$ cat config.mk
export PLATFORM = sky130hd
export DESIGN_NAME = acsp_port
export DESIGN_NICKNAME = d
export VERILOG_FILES = /design/src/rtl/acsp_pkg.sv /design/src/rtl/acsp_sync.sv /design/src/rtl/acsp_port.sv
export SDC_FILE = /design/constraint.sdc
export NUM_CORES = 1
export LEC_CHECK = 0
export ABC_AREA = 1
export ABC_CLOCK_PERIOD_IN_PS = 1800
export BUFFER_PORTS_ARGS = -buffer_cell sky130_fd_sc_hd__clkbuf_2
export CAP_MARGIN = 25
export CORE_MARGIN = 4
export CORE_UTILIZATION = 50
export DETAILED_ROUTE_END_ITERATION = 10
export GPL_TIMING_DRIVEN = 0
export PLACE_DENSITY = 0.78
export RECOVER_POWER = 100
export SKIP_CTS_REPAIR_TIMING = 1
export SLEW_MARGIN = 20
export SYNTH_ARGS = -nofsm -noshare
export SYNTH_HDL_FRONTEND = slang
export SYNTH_SLANG_ARGS = --single-unit
$ cat constraint.sdc
create_clock -name ref_clk -period 1.8 [get_ports ref_clk]
set_input_delay 0.27 -clock ref_clk [delete_from_list [all_inputs] [get_ports ref_clk]]
set_output_delay 0.27 -clock ref_clk [all_outputs]
set_load 0.05 [all_outputs]
$ cat src/rtl/acsp_pkg.sv
// Constants, opcodes and types of the serial command and ready port.
// Assumes a 20 MHz ref_clk; the serial clock is sampled, never used as a clock.
package acsp_pkg;

  // Result format
  localparam int ACSP_RESULT_W = 16;
  localparam logic [15:0] ACSP_POS_FULL = 16'h7FFF;
  localparam logic [15:0] ACSP_NEG_FULL = 16'h8000;

  // Opcodes matched on the upper seven bits, low bit is don't care
  localparam logic [6:0] ACSP_OP_POWER_UP = 7'h00;
  localparam logic [6:0] ACSP_OP_POWER_DOWN = 7'h01;
  localparam logic [6:0] ACSP_OP_RESYNC = 7'h02;
  localparam logic [6:0] ACSP_OP_SOFT_RESET = 7'h03;
  localparam logic [6:0] ACSP_OP_READ_ONCE = 7'h09;
  localparam logic [6:0] ACSP_OP_CONT_READ = 7'h0A;
  localparam logic [6:0] ACSP_OP_STOP_CONT = 7'h0B;
  // Opcodes matched on the upper nibble, low nibble is the start register
  localparam logic [3:0] ACSP_NIB_REG_READ = 4'h2;
  localparam logic [3:0] ACSP_NIB_REG_WRITE = 4'h4;
  // Full-byte opcodes
  localparam logic [7:0] ACSP_OP_SYS_OFFSET_CAL = 8'h60;
  localparam logic [7:0] ACSP_OP_SYS_GAIN_CAL = 8'h61;
  localparam logic [7:0] ACSP_OP_INT_OFFSET_CAL = 8'h62;
  localparam logic [7:0] ACSP_OP_IDLE_BYTE = 8'hFF;
  localparam logic [7:0] ACSP_OP_RESTRICTED = 8'hF1;

  // Timing
  localparam int ACSP_CLK_PERIOD_NS = 50;
  localparam int ACSP_READY_PULSE_NS = 200;
  localparam int ACSP_PULSE_CYC = (ACSP_READY_PULSE_NS + ACSP_CLK_PERIOD_NS - 1) / ACSP_CLK_PERIOD_NS;
  localparam int ACSP_PULSE_W = $clog2(ACSP_PULSE_CYC + 1);
  localparam int ACSP_TIMEOUT_CONV = 64;
  localparam int ACSP_BYTE_BITS = 8;

  typedef enum logic [3:0] {
    CMD_NONE, CMD_POWER_UP, CMD_POWER_DOWN, CMD_RESYNC, CMD_SOFT_RESET,
    CMD_READ_ONCE, CMD_CONT_READ, CMD_STOP_CONT, CMD_REG_READ, CMD_REG_WRITE,
    CMD_SYS_OFFSET_CAL, CMD_SYS_GAIN_CAL, CMD_INT_OFFSET_CAL, CMD_IDLE_BYTE
  } acsp_cmd_type;

  typedef enum logic [1:0] {ST_CMD, ST_COUNT, ST_WRITE, ST_READ} acsp_state_type;

  function automatic acsp_cmd_type acsp_decode(input logic [7:0] b);
    acsp_cmd_type c;
    c = CMD_NONE;
    if (b[7:1] == ACSP_OP_POWER_UP) c = CMD_POWER_UP;
    else if (b[7:1] == ACSP_OP_POWER_DOWN) c = CMD_POWER_DOWN;
    else if (b[7:1] == ACSP_OP_RESYNC) c = CMD_RESYNC;
    else if (b[7:1] == ACSP_OP_SOFT_RESET) c = CMD_SOFT_RESET;
    else if (b[7:1] == ACSP_OP_READ_ONCE) c = CMD_READ_ONCE;
    else if (b[7:1] == ACSP_OP_CONT_READ) c = CMD_CONT_READ;
    else if (b[7:1] == ACSP_OP_STOP_CONT) c = CMD_STOP_CONT;
    else if (b[7:4] == ACSP_NIB_REG_READ) c = CMD_REG_READ;
    else if (b[7:4] == ACSP_NIB_REG_WRITE) c = CMD_REG_WRITE;
    else if (b == ACSP_OP_SYS_OFFSET_CAL) c = CMD_SYS_OFFSET_CAL;
    else if (b == ACSP_OP_SYS_GAIN_CAL) c = CMD_SYS_GAIN_CAL;
    else if (b == ACSP_OP_INT_OFFSET_CAL) c = CMD_INT_OFFSET_CAL;
    else if (b == ACSP_OP_IDLE_BYTE) c = CMD_IDLE_BYTE;
    return c;
  endfunction

endpackage

$ cat src/rtl/acsp_sync.sv
// Two-stage synchroniser for a group of pin inputs.
// Assumes each bit is a slow level relative to ref_clk.
`timescale 1ns/1ps
module acsp_sync #(
  parameter int W = 1,
  parameter logic [W-1:0] INIT = '0
) (
  // Clock and reset
  input wire logic ref_clk,
  input wire logic rst_n,
  // Data
  input wire logic [W-1:0] d,
  output logic [W-1:0] q
);

  logic [W-1:0] meta_r;
  logic [W-1:0] meta_nxt;
  logic [W-1:0] q_nxt;

  always_comb begin
    meta_nxt = d;
    q_nxt = meta_r;
  end

  always_ff @(posedge ref_clk or negedge rst_n) begin
    if (!rst_n) begin
      meta_r <= INIT;
      q <= INIT;
    end else begin
      meta_r <= meta_nxt;
      q <= q_nxt;
    end
  end

endmodule

$ cat src/rtl/acsp_port.sv
// Serial command port and result-ready signalling of a 16-bit converter.
// Assumes pins arrive unsynchronised and the converter and register file run on ref_clk.
// Overview of operation
// - Finished conversion is stored in the result buffer and ready line driven low.
// - Ready rises on first falling serial clock; otherwise pulses high before next result.
// - Shared out pin is released whenever chip select is high.
// - Select at 0: shared pin is plain data out, MSB first on rising edges.
// - Select at 1: shared pin also signals ready, except in stop continuous mode.
// - Combined mode: new result makes the pin fall, pulsing high first if low.
// - Combined mode: after a full readout the next rising serial clock drives the shared pin high.
// - Chip select high resets only the serial logic; hardware reset resets all.
// - Serial logic resets itself after 64 idle conversion cycles.
// - In power-down or start low only five commands act; read-once repeats last result.
// - Results are 16-bit two's complement, saturating at 7FFF and 8000.
// - Power-up is 0000000x, power-down 0000001x.
// - Filter resync is 0000010x, soft reset 0000011x.
// - Read-once 0001001x, continuous read 0001010x, stop continuous 0001011x.
// - Register read 0010rrrr, write 0100rrrr, then 0000nnnn count minus one.
// - Calibrations are 01100000, 01100001 and 01100010, single bytes.
// - Byte FF is idle; reserved F1 is never sent.
// - Power-up leaves power-down at the eighth falling clock unless start is low.
// - Power-down waits for the running conversion; host holds chip select low.
// - Input bits taken on falling edges, output bits launched on rising edges.
`timescale 1ns/1ps
module acsp_port
  import acsp_pkg::*;
#(
  parameter int RAW_W = 24
) (
  // Clock and reset
  input wire logic ref_clk,
  input wire logic rst_n,
  // Serial pins
  input wire logic cs_n,
  input wire logic sclk,
  input wire logic din,
  output logic shared_out_ready_pin,
  output logic shared_out_ready_pin_oe_n,
  output logic result_ready_n,
  // Control pins
  input wire logic start_pin,
  input wire logic ready_on_out_select,
  // Converter side
  input wire logic conv_done,
  input wire logic signed [RAW_W-1:0] conv_raw,
  output logic [15:0] result_word,
  output logic power_down,
  output logic cont_active,
  output logic resync_pulse,
  output logic soft_reset_pulse,
  output logic sys_offset_cal_pulse,
  output logic sys_gain_cal_pulse,
  output logic int_offset_cal_pulse,
  // Register file side
  output logic [3:0] reg_rd_addr,
  input wire logic [7:0] reg_rd_data,
  output logic reg_wr_en,
  output logic [3:0] reg_wr_addr,
  output logic [7:0] reg_wr_data
);

  generate
    if (RAW_W <= ACSP_RESULT_W) begin : g_bad_width
      $error("RAW_W must exceed the result width");
    end
  endgenerate

  localparam logic signed [RAW_W-1:0] RAW_POS = $signed({{(RAW_W-16){1'b0}}, ACSP_POS_FULL});
  localparam logic signed [RAW_W-1:0] RAW_NEG = $signed({{(RAW_W-16){1'b1}}, ACSP_NEG_FULL});
  localparam logic [ACSP_PULSE_W-1:0] PULSE_LOAD = ACSP_PULSE_W'(ACSP_PULSE_CYC);
  localparam logic [6:0] TIMEOUT_LAST = 7'(ACSP_TIMEOUT_CONV - 1);

  function automatic logic [15:0] sat16(input logic signed [RAW_W-1:0] v);
    if (v > RAW_POS) sat16 = ACSP_POS_FULL;
    else if (v < RAW_NEG) sat16 = ACSP_NEG_FULL;
    else sat16 = v[15:0];
  endfunction

  logic cs_s, sclk_s, din_s, start_s;
  acsp_sync #(.W(4), .INIT(4'h8)) u_sync (
    .ref_clk(ref_clk),
    .rst_n(rst_n),
    .d({cs_n, sclk, din, start_pin}),
    .q({cs_s, sclk_s, din_s, start_s})
  );

  acsp_state_type st_r, st_nxt;
  logic sclk_d_r, sclk_d_nxt;
  logic [7:0] in_sr_r, in_sr_nxt;
  logic [2:0] in_cnt_r, in_cnt_nxt;
  logic [15:0] out_sr_r, out_sr_nxt;
  logic [4:0] out_left_r, out_left_nxt;
  logic pin_r, pin_nxt;
  logic oe_n_r, oe_n_nxt;
  logic ready_n_r, ready_n_nxt;
  logic [ACSP_PULSE_W-1:0] pulse_cnt_r, pulse_cnt_nxt;
  logic [15:0] hold_r, hold_nxt;
  logic [15:0] result_r, result_nxt;
  logic cont_r, cont_nxt;
  logic cont_req_r, cont_req_nxt;
  logic pd_r, pd_nxt;
  logic pd_pend_r, pd_pend_nxt;
  logic is_write_r, is_write_nxt;
  logic [3:0] addr_r, addr_nxt;
  logic [3:0] left_r, left_nxt;
  logic rd_load_r, rd_load_nxt;
  logic [6:0] to_cnt_r, to_cnt_nxt;
  logic resync_r, resync_nxt, srst_r, srst_nxt;
  logic cal_so_r, cal_so_nxt, cal_sg_r, cal_sg_nxt, cal_io_r, cal_io_nxt;
  logic wr_en_r, wr_en_nxt;
  logic [3:0] wr_addr_r, wr_addr_nxt;
  logic [7:0] wr_data_r, wr_data_nxt;

  logic sclk_rise, sclk_fall, byte_done, low_power, combined, commit, to_hit;
  logic [7:0] byte_val;
  logic [15:0] commit_val;
  acsp_cmd_type cmd;

  assign sclk_rise = sclk_s & ~sclk_d_r;
  assign sclk_fall = ~sclk_s & sclk_d_r;
  assign byte_val = {in_sr_r[6:0], din_s};
  assign byte_done = sclk_fall & ~cs_s & (in_cnt_r == 3'h7);
  assign cmd = acsp_decode(byte_val);
  assign low_power = pd_r | ~start_s;
  assign combined = ready_on_out_select & cont_r;
  assign to_hit = conv_done & ~cs_s & ~sclk_rise & ~sclk_fall & (to_cnt_r == TIMEOUT_LAST);

  always_comb begin
    st_nxt = st_r;
    sclk_d_nxt = sclk_s;
    in_sr_nxt = in_sr_r;
    in_cnt_nxt = in_cnt_r;
    out_sr_nxt = out_sr_r;
    out_left_nxt = out_left_r;
    pin_nxt = pin_r;
    oe_n_nxt = cs_s;
    ready_n_nxt = ready_n_r;
    pulse_cnt_nxt = pulse_cnt_r;
    hold_nxt = hold_r;
    result_nxt = result_r;
    cont_nxt = cont_r;
    cont_req_nxt = cont_req_r;
    pd_nxt = pd_r;
    pd_pend_nxt = pd_pend_r;
    is_write_nxt = is_write_r;
    addr_nxt = addr_r;
    left_nxt = left_r;
    rd_load_nxt = 1'b0;
    to_cnt_nxt = to_cnt_r;
    resync_nxt = 1'b0;
    srst_nxt = 1'b0;
    cal_so_nxt = 1'b0;
    cal_sg_nxt = 1'b0;
    cal_io_nxt = 1'b0;
    wr_en_nxt = 1'b0;
    wr_addr_nxt = wr_addr_r;
    wr_data_nxt = wr_data_r;
    commit = 1'b0;
    commit_val = hold_r;

    // Launch on rising edge; after the last bit the combined pin returns high
    if (sclk_rise && !cs_s) begin
      if (out_left_r != 5'h00) begin
        pin_nxt = out_sr_r[15];
        out_sr_nxt = {out_sr_r[14:0], 1'b0};
        out_left_nxt = out_left_r - 5'h01;
      end else if (combined) begin
        pin_nxt = 1'b1;
      end
    end

    if (rd_load_r) begin
      out_sr_nxt = {reg_rd_data, 8'h00};
      out_left_nxt = 5'h08;
    end

    // Capture on falling edge
    if (sclk_fall && !cs_s) begin
      in_sr_nxt = byte_val;
      in_cnt_nxt = in_cnt_r + 3'h1;
    end

    if (byte_done) begin
      unique case (st_r)
        ST_CMD: begin
          // Restricted and unknown bytes fall through to no action
          if (!low_power || cmd inside {CMD_POWER_UP, CMD_READ_ONCE, CMD_CONT_READ,
                                        CMD_STOP_CONT, CMD_IDLE_BYTE}) begin
            unique case (cmd)
              CMD_POWER_UP: begin
                if (start_s) begin
                  pd_nxt = 1'b0;
                  pd_pend_nxt = 1'b0;
                end
              end
              CMD_POWER_DOWN: pd_pend_nxt = 1'b1;
              CMD_RESYNC: resync_nxt = 1'b1;
              CMD_SOFT_RESET: begin
                srst_nxt = 1'b1;
                cont_nxt = 1'b1;
                cont_req_nxt = 1'b1;
              end
              CMD_READ_ONCE: begin
                out_sr_nxt = result_r;
                out_left_nxt = 5'h10;
              end
              CMD_CONT_READ: cont_req_nxt = 1'b1;
              CMD_STOP_CONT: cont_req_nxt = 1'b0;
              CMD_REG_READ, CMD_REG_WRITE: begin
                is_write_nxt = (cmd == CMD_REG_WRITE);
                addr_nxt = byte_val[3:0];
                st_nxt = ST_COUNT;
              end
              CMD_SYS_OFFSET_CAL: cal_so_nxt = 1'b1;
              CMD_SYS_GAIN_CAL: cal_sg_nxt = 1'b1;
              CMD_INT_OFFSET_CAL: cal_io_nxt = 1'b1;
              CMD_IDLE_BYTE, CMD_NONE: ;
            endcase
          end
        end
        ST_COUNT: begin
          left_nxt = byte_val[3:0];
          st_nxt = is_write_r ? ST_WRITE : ST_READ;
          rd_load_nxt = ~is_write_r;
        end
        ST_WRITE: begin
          wr_en_nxt = 1'b1;
          wr_addr_nxt = addr_r;
          wr_data_nxt = byte_val;
          addr_nxt = addr_r + 4'h1;
          left_nxt = left_r - 4'h1;
          if (left_r == 4'h0) st_nxt = ST_CMD;
        end
        ST_READ: begin
          // Bytes arriving during readout are ignored
          if (left_r == 4'h0) begin
            st_nxt = ST_CMD;
          end else begin
            left_nxt = left_r - 4'h1;
            addr_nxt = addr_r + 4'h1;
            rd_load_nxt = 1'b1;
          end
        end
      endcase
    end

    // Ready is forced high by serial clock whatever chip select does
    if (sclk_fall && pulse_cnt_r == '0) ready_n_nxt = 1'b1;

    if (conv_done) begin
      hold_nxt = sat16(conv_raw);
      if (pd_pend_r) begin
        pd_nxt = 1'b1;
        pd_pend_nxt = 1'b0;
      end
    end

    // Pulse keeps counting through later conversions, so its width never stretches
    if (pulse_cnt_r != '0) begin
      pulse_cnt_nxt = pulse_cnt_r - ACSP_PULSE_W'(1);
      if (pulse_cnt_r == ACSP_PULSE_W'(1)) begin
        commit = 1'b1;
        commit_val = hold_nxt;
      end
    end else if (conv_done) begin
      if (!ready_n_r || (combined && !pin_r)) begin
        pulse_cnt_nxt = PULSE_LOAD;
        ready_n_nxt = 1'b1;
        if (combined) pin_nxt = 1'b1;
      end else begin
        commit = 1'b1;
        commit_val = hold_nxt;
      end
    end

    if (commit) begin
      result_nxt = commit_val;
      ready_n_nxt = 1'b0;
      cont_nxt = cont_req_r;
      if (cont_r) begin
        out_sr_nxt = commit_val;
        out_left_nxt = 5'h10;
      end
      if (combined) pin_nxt = 1'b0;
    end

    // Idle timeout counted in conversion cycles
    if (cs_s || sclk_rise || sclk_fall) to_cnt_nxt = 7'h00;
    else if (conv_done) to_cnt_nxt = to_hit ? 7'h00 : to_cnt_r + 7'h01;

    // Serial-only reset; registers, filter and conversion state untouched
    if (cs_s || to_hit) begin
      st_nxt = ST_CMD;
      in_cnt_nxt = 3'h0;
      out_left_nxt = 5'h00;
      rd_load_nxt = 1'b0;
      wr_en_nxt = 1'b0;
    end
  end

  always_ff @(posedge ref_clk or negedge rst_n) begin
    if (!rst_n) begin
      st_r <= ST_CMD;
      sclk_d_r <= 1'b0;
      in_sr_r <= 8'h00;
      in_cnt_r <= 3'h0;
      out_sr_r <= 16'h0000;
      out_left_r <= 5'h00;
      pin_r <= 1'b1;
      oe_n_r <= 1'b1;
      ready_n_r <= 1'b1;
      pulse_cnt_r <= '0;
      hold_r <= 16'h0000;
      result_r <= 16'h0000;
      cont_r <= 1'b1;
      cont_req_r <= 1'b1;
      pd_r <= 1'b0;
      pd_pend_r <= 1'b0;
      is_write_r <= 1'b0;
      addr_r <= 4'h0;
      left_r <= 4'h0;
      rd_load_r <= 1'b0;
      to_cnt_r <= 7'h00;
      resync_r <= 1'b0;
      srst_r <= 1'b0;
      cal_so_r <= 1'b0;
      cal_sg_r <= 1'b0;
      cal_io_r <= 1'b0;
      wr_en_r <= 1'b0;
      wr_addr_r <= 4'h0;
      wr_data_r <= 8'h00;
    end else begin
      st_r <= st_nxt;
      sclk_d_r <= sclk_d_nxt;
      in_sr_r <= in_sr_nxt;
      in_cnt_r <= in_cnt_nxt;
      out_sr_r <= out_sr_nxt;
      out_left_r <= out_left_nxt;
      pin_r <= pin_nxt;
      oe_n_r <= oe_n_nxt;
      ready_n_r <= ready_n_nxt;
      pulse_cnt_r <= pulse_cnt_nxt;
      hold_r <= hold_nxt;
      result_r <= result_nxt;
      cont_r <= cont_nxt;
      cont_req_r <= cont_req_nxt;
      pd_r <= pd_nxt;
      pd_pend_r <= pd_pend_nxt;
      is_write_r <= is_write_nxt;
      addr_r <= addr_nxt;
      left_r <= left_nxt;
      rd_load_r <= rd_load_nxt;
      to_cnt_r <= to_cnt_nxt;
      resync_r <= resync_nxt;
      srst_r <= srst_nxt;
      cal_so_r <= cal_so_nxt;
      cal_sg_r <= cal_sg_nxt;
      cal_io_r <= cal_io_nxt;
      wr_en_r <= wr_en_nxt;
      wr_addr_r <= wr_addr_nxt;
      wr_data_r <= wr_data_nxt;
    end
  end

  assign shared_out_ready_pin = pin_r;
  assign shared_out_ready_pin_oe_n = oe_n_r;
  assign result_ready_n = ready_n_r;
  assign result_word = result_r;
  assign power_down = pd_r;
  assign cont_active = cont_r;
  assign resync_pulse = resync_r;
  assign soft_reset_pulse = srst_r;
  assign sys_offset_cal_pulse = cal_so_r;
  assign sys_gain_cal_pulse = cal_sg_r;
  assign int_offset_cal_pulse = cal_io_r;
  assign reg_rd_addr = addr_r;
  assign reg_wr_en = wr_en_r;
  assign reg_wr_addr = wr_addr_r;
  assign reg_wr_data = wr_data_r;
endmodule

# ---- After elaboration in Yosys (flattened, before gate mapping)
# Cells that the tools add are included.
dict set report word_totals {
  ff_bits 119
  in_bits 40
  out_inout_bits 43
  word_cells 261
}
dict set report classes {
  n_addsub 6
  n_lt_le_gt_ge 2
  eq_ne 37
  mux 125
  bitwise_logic 17
  n_reduce_logical 43
}
# op n
set op_table {}
lappend op_table {{$mux 16} 16}
lappend op_table {{$mux 4} 17}
lappend op_table {{$mux 1} 63}
lappend op_table {{$mux 5} 10}
lappend op_table {{$eq 4x4->1 const B} 6}
lappend op_table {{$eq 8x7->1 const B} 3}
lappend op_table {{$gt 24x16->1 const B} 1}
lappend op_table {{$lt 24x16->1 const B} 1}
lappend op_table {{$pmux 4 s3} 2}
lappend op_table {{$eq 7x4->1 const B} 3}
lappend op_table {{$mux 7} 3}
lappend op_table {{$eq 4x3->1 const B} 5}
lappend op_table {{$reduce_bool 2->1} 10}
lappend op_table {{$reduce_and 4->1} 4}
lappend op_table {{$mux 3} 5}
lappend op_table {{$eq 7x2->1 const B} 2}
lappend op_table {{$eq 4x2->1 const B} 3}
lappend op_table {{$mux 2} 5}
lappend op_table {{$reduce_bool 5->1} 2}
lappend op_table {{$and 1x1->1} 9}
lappend op_table {{$reduce_bool 3->1} 3}
lappend op_table {{$eq 8x8->1 const B} 1}
lappend op_table {{$add 7x1->7 const B} 1}
lappend op_table {{$eq 7x1->1 const B} 1}
lappend op_table {{31 further kinds} 54}

# ---- Logic depth before layout (Yosys ltp)
# Gate-level depths: netlist of run 1.
dict set report depth {
  ltp_word 23
  mapped_depth 12
  ltp_nobuf 12
}

# ---- Cells and area by module
# Synthesis of run 1 repeated with hierarchy kept, for this count alone.
dict set report hier_totals {
  hier_cells 859
  area_unflattened_um2 6581.3
}
# module instances cells_per_inst area_each_um2 seq_area_each_um2
set by_module_without_submodules {}
lappend by_module_without_submodules {acsp_port 1 851 6378.6 2783.9}
lappend by_module_without_submodules {acsp_sync 1 8 202.7 202.7}

# ---- Worst setup path after synthesis of run 1
# OpenSTA, ideal clock, no wires.
dict set report synth_path {
  kind {reg-to-reg}
  from {register cont_r, in the netlist cont_active}
  to {register out_sr_r[0]}
  setup_ps 123
  arrival_time_ps 1806
  required_time_ps 1677
  slack_ps -129
  path_stages_with_launch 11
  path_buffers 1
  synth_period_minus_slack_ps 1929
  path_cell_list {dfstp_2 -> nand2_1 -> o21ai_0 -> nor2_1 -> nand2_1 -> nand2_2 -> nand2_2 -> buf_2 -> o21ai_0 -> a21oi_1 -> a21oi_1}
}
dict set report synth_between {
  elab_chain_len 8
  elab_cells_between_ends 11
  classes_between {mux (8); bitwise (1); reduce/logical (2)}
}
# element line_no
set synth_rtl {}
lappend synth_rtl {{start: declaration} acsp_port.sv:99} ;# logic cont_r, cont_nxt;
lappend synth_rtl {{start signal: assignment} acsp_port.sv:345} ;# cont_r <= cont_nxt;
lappend synth_rtl {{$and 1x1->1} acsp_port.sv:125} ;# assign combined = ready_on_out_select & cont_r;
lappend synth_rtl {{$logic_and 1x1->1} acsp_port.sv:266} ;# if (!ready_n_r || (combined && !pin_r)) begin
lappend synth_rtl {{$logic_or 1x1->1} acsp_port.sv:266}
lappend synth_rtl {{$mux 16} acsp_port.sv:266}
lappend synth_rtl {{$mux 16} acsp_port.sv:265} ;# end else if (conv_done) begin
lappend synth_rtl {{$mux 16} acsp_port.sv:259} ;# if (pulse_cnt_r != '0) begin
lappend synth_rtl {{$mux 16} acsp_port.sv:280} ;# if (cont_r) begin
lappend synth_rtl {{$mux 16 (*)} acsp_port.sv:276} ;# if (commit) begin
lappend synth_rtl {{via out_sr_nxt[0]} acsp_port.sv:91} ;# logic [15:0] out_sr_r, out_sr_nxt;
lappend synth_rtl {{end signal: assignment} acsp_port.sv:337} ;# out_sr_r <= out_sr_nxt;
lappend synth_rtl {{end: declaration} acsp_port.sv:91}
# Mark *: on every way through the listed nets, which the timed path passes. The rest lies on a longest branch.
# A chain may end at the register's enable or synchronous reset.

# ---- Worst setup path in the final report of run 1
# Ends and elaborated chain as after synthesis.

==> implementation parameters, run 1 <==
Parameter                              Value

Routing
  Avg WL per Cell    15.17 um
  Routed length on met1    7.819 mm
  Post-detailed-route DRC marker count    0
  Detailed Routing Iterations Pass 1    5
  DRC violation total after the first TritonRoute iteration    631
  Met3 routed wirelength    1.285 mm
  Vias per cell    5.433
  Highest routed metal layer    met4
  Met2 routed WL    8.548 mm
  Number of nets with antenna violations after detailed routing    0
  Vias    6444
  Aggregate routed wire length    17.99 mm

Worst setup path
  Longest individual stage delay on the worst path    0.58 ns
  Arrival time worst endpoint    2.22 ns
  Critical Setup Path Class    flip-flop to flip-flop
  Max stage delay cell, worst path    dfstp_2
  Kind of end point of the critical path    flip-flop
  Data required time at the worst endpoint    2.13 ns
  Biggest fanout along the worst timing path    10
  Startpoint Class    flip-flop
  CP cell instances    nand2_4, o21ai_4, nor2_2, buf_6, buf_8, o211ai_1, nand2_2, a21oi_1

Clock network
  Clock Pin Slew Worst Setup and Hold Paths    0.05 ns
  Clock sinks    119
  Buffer levels on the longest clock path    2
  Total CTS buffers    17
  CTS root buf    clkbuf_16
  TritonCTS clock tree    done
  Number of H-tree branching levels    4
  Clock insertion delay at the later pin of the skew report    0.41 ns

Logic synthesis
  Netlist cell types    44
  Average size of a mapped cell    7.506 um2
  Flip-flop cell with the highest count after synthesis    dfrtp_1
  Fraction of synthesis flops using an asynchronous set or reset pin    100.0%
  Main combinational cell family by area after synthesis    simple AND/OR/NAND/NOR gates
  Complex-gate fraction of the synthesized area    15.08%
  Number of synthesized flops with an enable pin    0
  Sequential share of the synthesized area    45.84%
  Simple-gate portion of the synthesized area    28.75%
  Number of instances in the synthesized netlist    868
  Multiplexer share of the synthesized area    0.3073%
  Number of warnings printed during yosys synthesis    0
  Post-Synthesis Cell Area    6515 um2
  Post-synth net total    915
  Adder-Cell Fraction of Synth Area    1.344%
  #FFs+latches synth    119
  XOR/XNOR Fraction of Synth Area    0.5377%

Placed design
  Count of input and output buffers    81
  Dpl hpwl    11.86 mm
  Cell count after placement    1122
  Placed instance area    7181 um2
  Worst Setup Slack post-DPL    -0.4081 ns
  Gp weighted congestion    0.8908

Status
  Outcome    finished, violations left
  Violations in the final reports    negative setup slack

Die
  Die H    122.2 um
  Area of the core    12670 um2
  Number of primary I/O pins    83
  Site Rows    41
  DIE AREA    14920 um2
  Width of the die    122.2 um
  Initial core utilization    51.42%

Finish
  Post-synthesis to final-layout area growth    26.27%
  Fraction of the core area covered by cells at the end of the flow    64.93%
  Number of nets in the layout    1048
  Share of cells above drive strength 1    19.43%
  Commonest non-fill, non-tap cell in the layout    nand2_1
  Most frequent cells in the layout    nand2_1 (242), dfrtp_1 (109), inv_1 (81), o21ai_0 (77), nand3_1 (76)
  # fillers    1063
  Final non-filler cell total    1186
  Number of antenna cells inserted    0
  Post-route cell area    8227 um2

Global route
  Global-route wire length before repair    27.82 mm
  Via count of the first global-routing pass    5620
  Pin count of the biggest net entering global routing    67
  Total congestion overflow    0
  Initial antenna violation count    0
  Gr usage total    23.59%

STA
  Final setup violating endpoints    2
  Hold Slack    0.1989 ns
  Final hold violation count    0
  Number of pins exceeding their max-slew limit in the final report    0
  Clock Skews    0.007122 ns
  Final critical-path setup slack    -0.08657 ns
  Final critical delay including setup and external delays    1.887 ns
  Max Freq    530.1 MHz
  RSZ-0062 raised after global routing    yes
  Max_slew headroom    55.84%
  Portion of the clock cycle consumed by the worst path in the final layout    104.8%
  Actual slew at the worst max-slew pin    0.6624 ns

Pwr
  Worst ir drop on vdd    0.9205 mV
  Areal power density over the cells    1442 nW/um2
  Leakage power of the design    0.004005 uW

Job
  Max-capacitance violation count    0

Worst hold path
  Min-delay worst type    input pin to flip-flop
[cells in the mapped netlist, types with 2 or more instances]
library cell | number | area, um2
a211oi_1 | 2 | 15.01
a21oi_1 | 43 | 215.2
nor4_1 | 2 | 12.51
o21bai_1 | 4 | 30.03
xor2_1 | 2 | 17.52
o21ai_0 | 87 | 435.4
a31oi_1 | 4 | 25.02
nand3_1 | 80 | 400.4
nand2_4 | 2 | 22.52
ha_1 | 7 | 87.58
and2_1 | 11 | 68.82
buf_1 | 3 | 11.26
nor2_2 | 3 | 18.77
inv_1 | 91 | 341.6
mux2i_1 | 2 | 20.02
clkbuf_1 | 15 | 56.30
nor2_1 | 47 | 176.4
o22ai_1 | 2 | 12.51
dfstp_2 | 7 | 183.9
or2_2 | 4 | 25.02
o21ai_1 | 17 | 85.08
o211ai_1 | 14 | 105.1
dfrtp_1 | 112 | 2803
nor3_1 | 6 | 30.03
xnor2_1 | 2 | 17.52
nor3_4 | 3 | 48.80
nand2_2 | 3 | 18.77
nand2_1 | 251 | 942.2
inv_2 | 6 | 22.52
nand4_1 | 7 | 43.79
buf_2 | 15 | 75.07
a21oi_2 | 2 | 17.52
[sequential cells by signal (all words and copies together) (netlist names), 2 cells and up]
name	count
u_sync.q	4
reg_wr_addr	4
u_sync.meta_r	4
result_word	16
to_cnt_r	7
hold_r	16
st_r	2
left_r	4
in_cnt_r	3
out_left_r	5
in_sr_r	7
out_sr_r	16
reg_wr_data	8
reg_rd_addr	4
pulse_cnt_r	3
[through the flow]
stage,setup TNS [ns],total power [uW]
final,-0.1499,11870
after global routing,-1.252,12520
after CTS,-11.74,11190
after detailed placement,-10.70,7918
after global placement,-167.80,7825
after floorplan,0,6729
[worst max-delay path: cells and delay by family, from the launching register on]
kind                   cells  cell delay [ns]
AOI/OAI and AO/OA          3             0.65
buffers and inverters      2             0.29
DFF                        1             0.58
and+or+nand+nor            3             0.28
[routing by layer]
metal | up-vias | global-route usage, %
met1 | 3038 | 33.13
met2 | 259 | 35.95
met3 | 30 | 6.175
li1 | 3117 | -
met4 | 0 | 7.348
met5 | - | 0
[power breakdown]
part	internal [uW]	switching [uW]	total [uW]
sequential	3260	478	3740
clock	2070	1160	3240
combinational	1540	3360	4890
[final cells by class]
| type | instances | area (um2) | share of cell area [%] |
|---|---|---|---|
| Clock inverter | 4 | 45.04 | 0.5475 |
| Timing Repair Buffer | 114 | 640.6 | 7.787 |
| Clock buffer | 28 | 516.7 | 6.281 |
| Multi-Input combinational cell | 617 | 3212 | 39.04 |
| Buffer | 34 | 222.7 | 2.707 |
| Inverter | 98 | 384.1 | 4.669 |
| Tap cell | 172 | 215.2 | 2.616 |
| Sequential cell | 119 | 2990 | 36.35 |
[worst paths after layout]
path                                        from            to  slack, ns  depth (start not counted)
min in group asynchronous                  rst_n    hold_r[11]       0.39                          2
worst max register to register       cont_active   out_sr_r[0]      -0.09                          8
worst max-delay path                 cont_active   out_sr_r[0]      -0.09                          8
worst min register to register  u_sync.meta_r[1]   u_sync.q[1]       0.35                          0
worst min-delay path              reg_rd_data[3]  out_sr_r[11]       0.20                          5
max in group asynchronous                  rst_n    in_sr_r[1]       0.42                          3
[cells by family after synthesis]
| family | Yosys count |
|---|---|
| AO/OA/AOI/OAI | 180 |
| flip-flops | 119 |
| buffers and inverters | 132 |
| adder cells (fa/ha/maj) | 7 |
| AND/OR/NAND/NOR | 424 |
| XOR/XNOR | 4 |
| multiplexers | 2 |
No activity file was read; power rests on OpenSTA's default activity.
==> run 2: changes to the inputs <==
--- a/config.mk
+++ b/config.mk
@@ -5,7 +5,6 @@
 export SDC_FILE = /design/constraint.sdc
 export NUM_CORES = 1
 export LEC_CHECK = 0
-export ABC_AREA = 1
 export ABC_CLOCK_PERIOD_IN_PS = 1800
 export BUFFER_PORTS_ARGS = -buffer_cell sky130_fd_sc_hd__clkbuf_2
 export CAP_MARGIN = 25
@@ -13,7 +12,8 @@
 export CORE_UTILIZATION = 50
 export DETAILED_ROUTE_END_ITERATION = 10
 export GPL_TIMING_DRIVEN = 0
-export PLACE_DENSITY = 0.78
+export MAX_ROUTING_LAYER = met4
+export PLACE_DENSITY = 0.79
 export RECOVER_POWER = 100
 export SKIP_CTS_REPAIR_TIMING = 1
 export SLEW_MARGIN = 20
==> implementation parameters, run 2 <==
Parameter                              Value

STA
  Max_slew headroom    16.76% (was 55.84%)
  Final critical-path setup slack    -0.4972 ns (was -0.08657 ns)
  Number of pins exceeding their max-slew limit in the final report    0 (unchanged)
  Final setup violating endpoints    62 (was 2)
  Actual slew at the worst max-slew pin    1.249 ns (was 0.6624 ns)
  Max Freq    435.3 MHz (was 530.1 MHz)
  Final hold violation count    0 (unchanged)
  Clock Skews    0.008396 ns (was 0.007122 ns)
  Final critical delay including setup and external delays    2.297 ns (was 1.887 ns)
  Portion of the clock cycle consumed by the worst path in the final layout    127.6% (was 104.8%)
  RSZ-0062 raised after global routing    yes (unchanged)

Logic synthesis
  Post-Synthesis Cell Area    5919 um2 (was 6515 um2)
  Sequential share of the synthesized area    50.45% (was 45.84%)
  Proportion of netlist area held by the largest area contributor    47.35% (was 43.02%)
  Flip-flop cell with the highest count after synthesis    dfrtp_1 (unchanged)
  Most frequent cell after synthesis    dfrtp_1 (was nand2_1)
  Top cells by instance count after synthesis    dfrtp_1 (112), nand2_1 (90), nor2_1 (49) (was nand2_1 (251), dfrtp_1 (112), inv_1 (91))
  Post-synth net total    664 (was 915)
  Fraction of synthesis flops using an asynchronous set or reset pin    100.0% (unchanged)
  Number of warnings printed during yosys synthesis    0 (unchanged)
  Netlist cell types    62 (was 44)
  Number of instances in the synthesized netlist    617 (was 868)
  Number of synthesized flops with an enable pin    0 (unchanged)
  Average size of a mapped cell    9.594 um2 (was 7.506 um2)
  Library cell with the largest summed area after synthesis    dfrtp_1 (unchanged)
  Area contributors post-synth    dfrtp_1 (47%), nand2_1 (5.7%), mux2_2 (4.4%) (was dfrtp_1 (43%), nand2_1 (14%), o21ai_0 (6.7%))
  #FFs+latches synth    119 (unchanged)

Clock network
  Total CTS buffers    17 (unchanged)
  Number of H-tree branching levels    4 (unchanged)
  Buffer levels on the longest clock path    2 (unchanged)
  Clock insertion delay at the later pin of the skew report    0.42 ns (was 0.41 ns)
  CTS root buf    clkbuf_16 (unchanged)
  Clock sinks    119 (unchanged)
  Clock Pin Slew Worst Setup and Hold Paths    0.06 ns (was 0.05 ns)
  TritonCTS clock tree    done (unchanged)

Die
  Width of the die    116.8 um (was 122.2 um)
  Die H    116.8 um (was 122.2 um)
  Number of primary I/O pins    83 (unchanged)
  DIE AREA    13640 um2 (was 14920 um2)
  Initial core utilization    51.40% (was 51.42%)
  Site Rows    39 (was 41)
  Area of the core    11520 um2 (was 12670 um2)

Global route
  Total congestion overflow    0 (unchanged)
  Initial antenna violation count    0 (unchanged)
  Gr usage total    24.46% (was 23.59%)
  Pin count of the biggest net entering global routing    72 (was 67)
  Global-route wire length before repair    25.19 mm (was 27.82 mm)
  Via count of the first global-routing pass    4964 (was 5620)

Routing
  Highest routed metal layer    met4 (unchanged)
  Met2 routed WL    9.670 mm (was 8.548 mm)
  Detailed Routing Iterations Pass 1    5 (unchanged)
  Aggregate routed wire length    18.94 mm (was 17.99 mm)
  Routed length on met1    7.509 mm (was 7.819 mm)
  Vias    5678 (was 6444)
  Avg WL per Cell    20.28 um (was 15.17 um)
  Met3 routed wirelength    1.297 mm (was 1.285 mm)
  DRC violation total after the first TritonRoute iteration    608 (was 631)
  Vias per cell    6.079 (was 5.433)
  Number of nets with antenna violations after detailed routing    0 (unchanged)
  Post-detailed-route DRC marker count    0 (unchanged)

Placed design
  Count of input and output buffers    82 (was 81)
  Dpl hpwl    10.91 mm (was 11.86 mm)
  Worst Setup Slack post-DPL    -0.5637 ns (was -0.4081 ns)
  Gp weighted congestion    0.9608 (was 0.8908)
  Placed instance area    6708 um2 (was 7181 um2)

Finish
  Post-route cell area    8409 um2 (was 8227 um2)
  Share of cells above drive strength 1    42.35% (was 19.43%)
  Commonest non-fill, non-tap cell in the layout    dfrtp_1 (was nand2_1)
  Post-synthesis to final-layout area growth    42.06% (was 26.27%)
  Number of antenna cells inserted    0 (unchanged)
  Most frequent cells in the layout    dfrtp_1 (109), clkbuf_2 (83), nand2_1 (61), buf_4 (45), nor2_1 (41) (was nand2_1 (242), dfrtp_1 (109), inv_1 (81), o21ai_0 (77), nand3_1 (76))
  # fillers    694 (was 1063)
  Number of nets in the layout    825 (was 1048)

Job
  Max-capacitance violation count    0 (unchanged)

Pwr
  Pwr Total    12560 uW (was 11870 uW)
  Leakage power of the design    0.003806 uW (was 0.004005 uW)
  Worst ir drop on vdd    0.8285 mV (was 0.9205 mV)
  Areal power density over the cells    1494 nW/um2 (was 1442 nW/um2)

Worst setup path
  Kind of end point of the critical path    flip-flop (unchanged)
  Biggest fanout along the worst timing path    10 (unchanged)
  Critical Setup Path Class    flip-flop to flip-flop (unchanged)
  Arrival time worst endpoint    2.59 ns (was 2.22 ns)
  Data required time at the worst endpoint    2.09 ns (was 2.13 ns)
  Startpoint Class    flip-flop (unchanged)

Status
  Violations in the final reports    negative setup slack (unchanged)
  Outcome    finished, violations left (unchanged)

Worst hold path
  Min-delay worst type    input pin to flip-flop (unchanged)
-- run 2: cell types whose count changed after synthesis, moves of 11 or more --
cell      before  now
nand3_1       80   11
nand2_1      251   90
clkbuf_1      15   26
o211ai_1      14   25
o21ai_0       87   41
inv_1         91   28
a31oi_1        4   15
mux2_2         0   23
nor2b_1        0   11
o21ai_1       17    1
-- run 2: final timing paths --
path / from / to / slack, ns / cells after the start
setup reg to reg: pulse_cnt_r[2] / out_sr_r[15] / -0.50 / 8
max in group asynchronous: rst_n / cont_req_r / 0.15 / 3
min in group asynchronous: rst_n / to_cnt_r[6] / 0.66 / 2
hold reg to reg: u_sync.meta_r[2] / u_sync.q[2] / 0.34 / 0
hold / removal: ready_on_out_select / shared_out_ready_pin / 0.09 / 2
setup / recovery: pulse_cnt_r[2] / out_sr_r[15] / -0.50 / 8
-- run 2: cell type report --
class / instances / area (um2) / area share [%]
plain buffers: 35 / 315.3 / 3.749
clock buffers: 21 / 460.4 / 5.475
clock inverters: 11 / 123.9 / 1.473
inverters: 28 / 110.1 / 1.309
multi-input cells: 430 / 3192 / 37.96
flip-flops and latches: 119 / 2990 / 35.56
well taps: 143 / 178.9 / 2.128
repair buffers: 147 / 1039 / 12.35
-- run 2: kinds of logic (layout without fill, tap and decap cells) --
logic type | Yosys count | count (layout) | synth area share, %
AND/OR/NAND/NOR | 216 | 217 | 17.73
AO/OA/AOI/OAI | 166 | 166 | 17.82
flip-flops | 119 | 119 | 50.45
buffers and inverters | 69 | 242 | 5.390
multiplexers | 34 | 34 | 6.236
adder cells (fa/ha/maj) | 7 | 7 | 1.480
XOR/XNOR | 6 | 6 | 0.8879
-- run 2: layer usage --
| metal | vias to the layer above | track usage [%] |
|---|---|---|
| li1 | 2530 | - |
| met1 | 2800 | 32.83 |
| met2 | 297 | 37.69 |
| met3 | 51 | 4.524 |
| met4 | 0 | 8.410 |
| met5 | - | - |
-- run 2: worst max-delay path, cell delays in order, from the launching register on --
cell and delay (ns):
dfrtp_1 0.41, inv_2 0.08, ha_4 0.16, or4b_4 0.48, buf_8 0.15, o22a_1 0.23
buf_8 0.18, mux2i_4 0.21, a22oi_1 0.27
-- run 2: per-stage QoR --
step / instances / hold slack [ns] / util (%) / setup TNS, ns
CTS: 875 / -0.1935 / 63.32 / -22.00
global placement: 842 / 0.3318 / 57.93 / -160.18
floorplan: 617 / -0.02559 / - / -4.609
detailed placement: 843 / 0.2404 / 58.25 / -20.34
finish: 934 / 0.09324 / 73.02 / -13.17
global route: 934 / 0.08507 / 73.02 / -18.86
-- run 2: report_power, final --
part	switching, uW	internal, uW
Combinational	3080	2290
Sequential	528	3280
Clock	1270	2110
Total	4880	7690
==> run 3: changes to the inputs <==
--- a/config.mk
+++ b/config.mk
@@ -15,6 +15,7 @@
 export MAX_ROUTING_LAYER = met4
 export PLACE_DENSITY = 0.79
 export RECOVER_POWER = 100
+export SETUP_SLACK_MARGIN = 0.02
 export SKIP_CTS_REPAIR_TIMING = 1
 export SLEW_MARGIN = 20
 export SYNTH_ARGS = -nofsm -noshare
==> implementation parameters, run 3 (same netlist as run 2, synthesis figures left out) <==
Parameter                              Value

Routing
  Vias per cell    6.112 (was 6.079)
  DRC violation total after the first TritonRoute iteration    674 (was 608)
  Aggregate routed wire length    19.53 mm (was 18.94 mm)
  Detailed Routing Iterations Pass 1    7 (was 5)
  Avg WL per Cell    20.87 um (was 20.28 um)
  Vias    5721 (was 5678)
  Post-detailed-route DRC marker count    0 (unchanged)
  Number of nets with antenna violations after detailed routing    0 (unchanged)

STA
  Final setup violating endpoints    55 (was 62)
  Max Freq    425.6 MHz (was 435.3 MHz)
  Total negative slack    -16.37 ns (was -13.17 ns)
  Final hold violation count    0 (unchanged)
  Number of pins exceeding their max-slew limit in the final report    0 (unchanged)
  Max_slew headroom    15.09% (was 16.76%)
  RSZ-0062 raised after global routing    yes (unchanged)
  Final critical delay including setup and external delays    2.350 ns (was 2.297 ns)
  Clock Skews    0.01097 ns (was 0.008396 ns)
  Portion of the clock cycle consumed by the worst path in the final layout    130.5% (was 127.6%)
  Actual slew at the worst max-slew pin    1.274 ns (was 1.249 ns)
  Hold Slack    0.1316 ns (was 0.09324 ns)
  Final critical-path setup slack    -0.5497 ns (was -0.4972 ns)

Worst setup path
  Kind of end point of the critical path    flip-flop (unchanged)
  Critical Setup Path Class    flip-flop to flip-flop (unchanged)
  Arrival time worst endpoint    2.67 ns (was 2.59 ns)
  Biggest fanout along the worst timing path    5 (was 10)
  Startpoint Class    flip-flop (unchanged)
  Data required time at the worst endpoint    2.12 ns (was 2.09 ns)

Placed design
  Worst Setup Slack post-DPL    -0.5712 ns (was -0.5637 ns)
  Dpl hpwl    10.82 mm (was 10.91 mm)
  Gp weighted congestion    0.9157 (was 0.9608)
  Count of input and output buffers    82 (unchanged)

Die
  Number of primary I/O pins    83 (unchanged)
  DIE AREA    13640 um2 (unchanged)
  Die H    116.8 um (unchanged)
  Area of the core    11520 um2 (unchanged)
  Initial core utilization    51.40% (unchanged)
  Site Rows    39 (unchanged)
  Width of the die    116.8 um (unchanged)

Pwr
  Combinational group share of total power    45.1% (was 42.8%)
  Clock network fraction of total power    26.6% (was 26.9%)
  Part of the power in registers    28.4% (was 30.3%)
  Leakage power of the design    0.003775 uW (was 0.003806 uW)
  Pwr Total    13390 uW (was 12560 uW)
  Power dissipated by switching net loads    5121 uW (was 4875 uW)
  Areal power density over the cells    1553 nW/um2 (was 1494 nW/um2)
  Worst ir drop on vdd    1.089 mV (was 0.8285 mV)
  Switching share of power    38.25% (was 38.81%)
  Cell internal power dissipation    8265 uW (was 7685 uW)

Global route
  Via count of the first global-routing pass    4985 (was 4964)
  Global-route wire length before repair    24.80 mm (was 25.19 mm)
  Gr usage total    24.35% (was 24.46%)
  Total congestion overflow    0 (unchanged)
  Pin count of the biggest net entering global routing    71 (was 72)
  Initial antenna violation count    0 (unchanged)

Status
  Violations in the final reports    negative setup slack (unchanged)
  Outcome    finished, violations left (unchanged)

Finish
  Share of cells above drive strength 1    39.60% (was 42.35%)
  Post-synthesis to final-layout area growth    45.66% (was 42.06%)
  Area taken by multi-input logic gates    3291 um2 (was 3192 um2)
  Commonest non-fill, non-tap cell in the layout    dfrtp_1 (unchanged)
  Number of nets in the layout    827 (was 825)
  Number of antenna cells inserted    0 (unchanged)
  Sequential Area    2989 um2 (was 2990 um2)
  # fillers    688 (was 694)
  Most frequent cells in the layout    dfrtp_1 (110), nand2_1 (57), clkbuf_1 (50), clkbuf_2 (48), nor2_1 (35) (was dfrtp_1 (109), clkbuf_2 (83), nand2_1 (61), buf_4 (45), nor2_1 (41))

Clock network
  CTS root buf    clkbuf_16 (unchanged)
  Number of H-tree branching levels    4 (unchanged)
  Clock Pin Slew Worst Setup and Hold Paths    0.06 ns (about the same)
  Buffer levels on the longest clock path    2 (unchanged)
  Clock insertion delay at the later pin of the skew report    0.43 ns (was 0.42 ns)
  Total CTS buffers    17 (unchanged)
  Clock sinks    119 (unchanged)
  TritonCTS clock tree    done (unchanged)

Worst hold path
  Min-delay worst type    input pin to flip-flop (unchanged)

Job
  Max-capacitance violation count    0 (unchanged)
-- run 3: changes by cell type in the layout (fill, tap and decap cells not counted), moves of 5 or more --
| cell | delta |
|---|---|
| a21oi_2 | +5 |
| clkbuf_2 | -35 |
| clkbuf_1 | +37 |
| buf_6 | +5 |
| nor2_1 | -6 |
| buf_4 | -14 |
| o21ai_2 | +5 |
-- run 3: routing by layer --
metal / global-route usage [%] / wire length, um
met5: - / 0
met3: 5.861 / 1328
met4: 9.021 / 656
met2: 36.33 / 9671
met1: 32.54 / 7878
-- run 3: path summary, 6_finish.rpt --
check                      cells past startpoint  slack (ns)                   end                 from
max                                            9       -0.55          out_sr_r[14]       pulse_cnt_r[2]
min                                            2        0.13  shared_out_ready_pin  ready_on_out_select
max reg2reg                                    9       -0.55          out_sr_r[14]       pulse_cnt_r[2]
min reg2reg                                    0        0.35           u_sync.q[0]     u_sync.meta_r[0]
max in group asynchronous                      3        0.16           cont_active                rst_n
min in group asynchronous                      2        0.66           to_cnt_r[4]                rst_n
-- run 3: metrics by stage --
step	instances	utilization, %	cell area [um2]
finish	936	74.87	8622
global route	936	74.87	8622
CTS	875	63.86	7355
detailed placement	843	58.59	6748
global placement	842	58.28	6711
floorplan	617	-	6122
-- run 3: power groups by stage --
| stage | sequential (uW) | combinational [uW] | clock [uW] |
|---|---|---|---|
| 6_report | 3800 | 6030 | 3560 |
| 5_1_grt | 3830 | 6310 | 3700 |
| 4_1_cts | 3700 | 4000 | 3540 |
| 3_5_place_dp | 3740 | 3950 | 0 |
| 3_3_place_gp | 3700 | 3860 | 0 |
| 2_1_floorplan | 4370 | 2330 | 0 |
-- run 3: cell type report --
| type | count | area share (%) |
|---|---|---|
| plain buffers | 37 | 4.020 |
| clock buffers | 22 | 5.268 |
| clock inverters | 10 | 1.770 |
| inverters | 28 | 1.277 |
| multi-input cells | 430 | 38.17 |
| flip-flops and latches | 119 | 34.67 |
| well taps | 143 | 2.075 |
| repair buffers | 147 | 12.76 |
-- run 3: worst max-delay path, stage by stage (launching register included) --
cell      delay (ns)
dfrtp_1         0.41
inv_2           0.08
ha_4            0.17
or4b_4          0.49
buf_8           0.15
o22ai_4         0.22
buf_6           0.17
o211ai_1        0.11
and3_1          0.25
a21oi_1         0.21
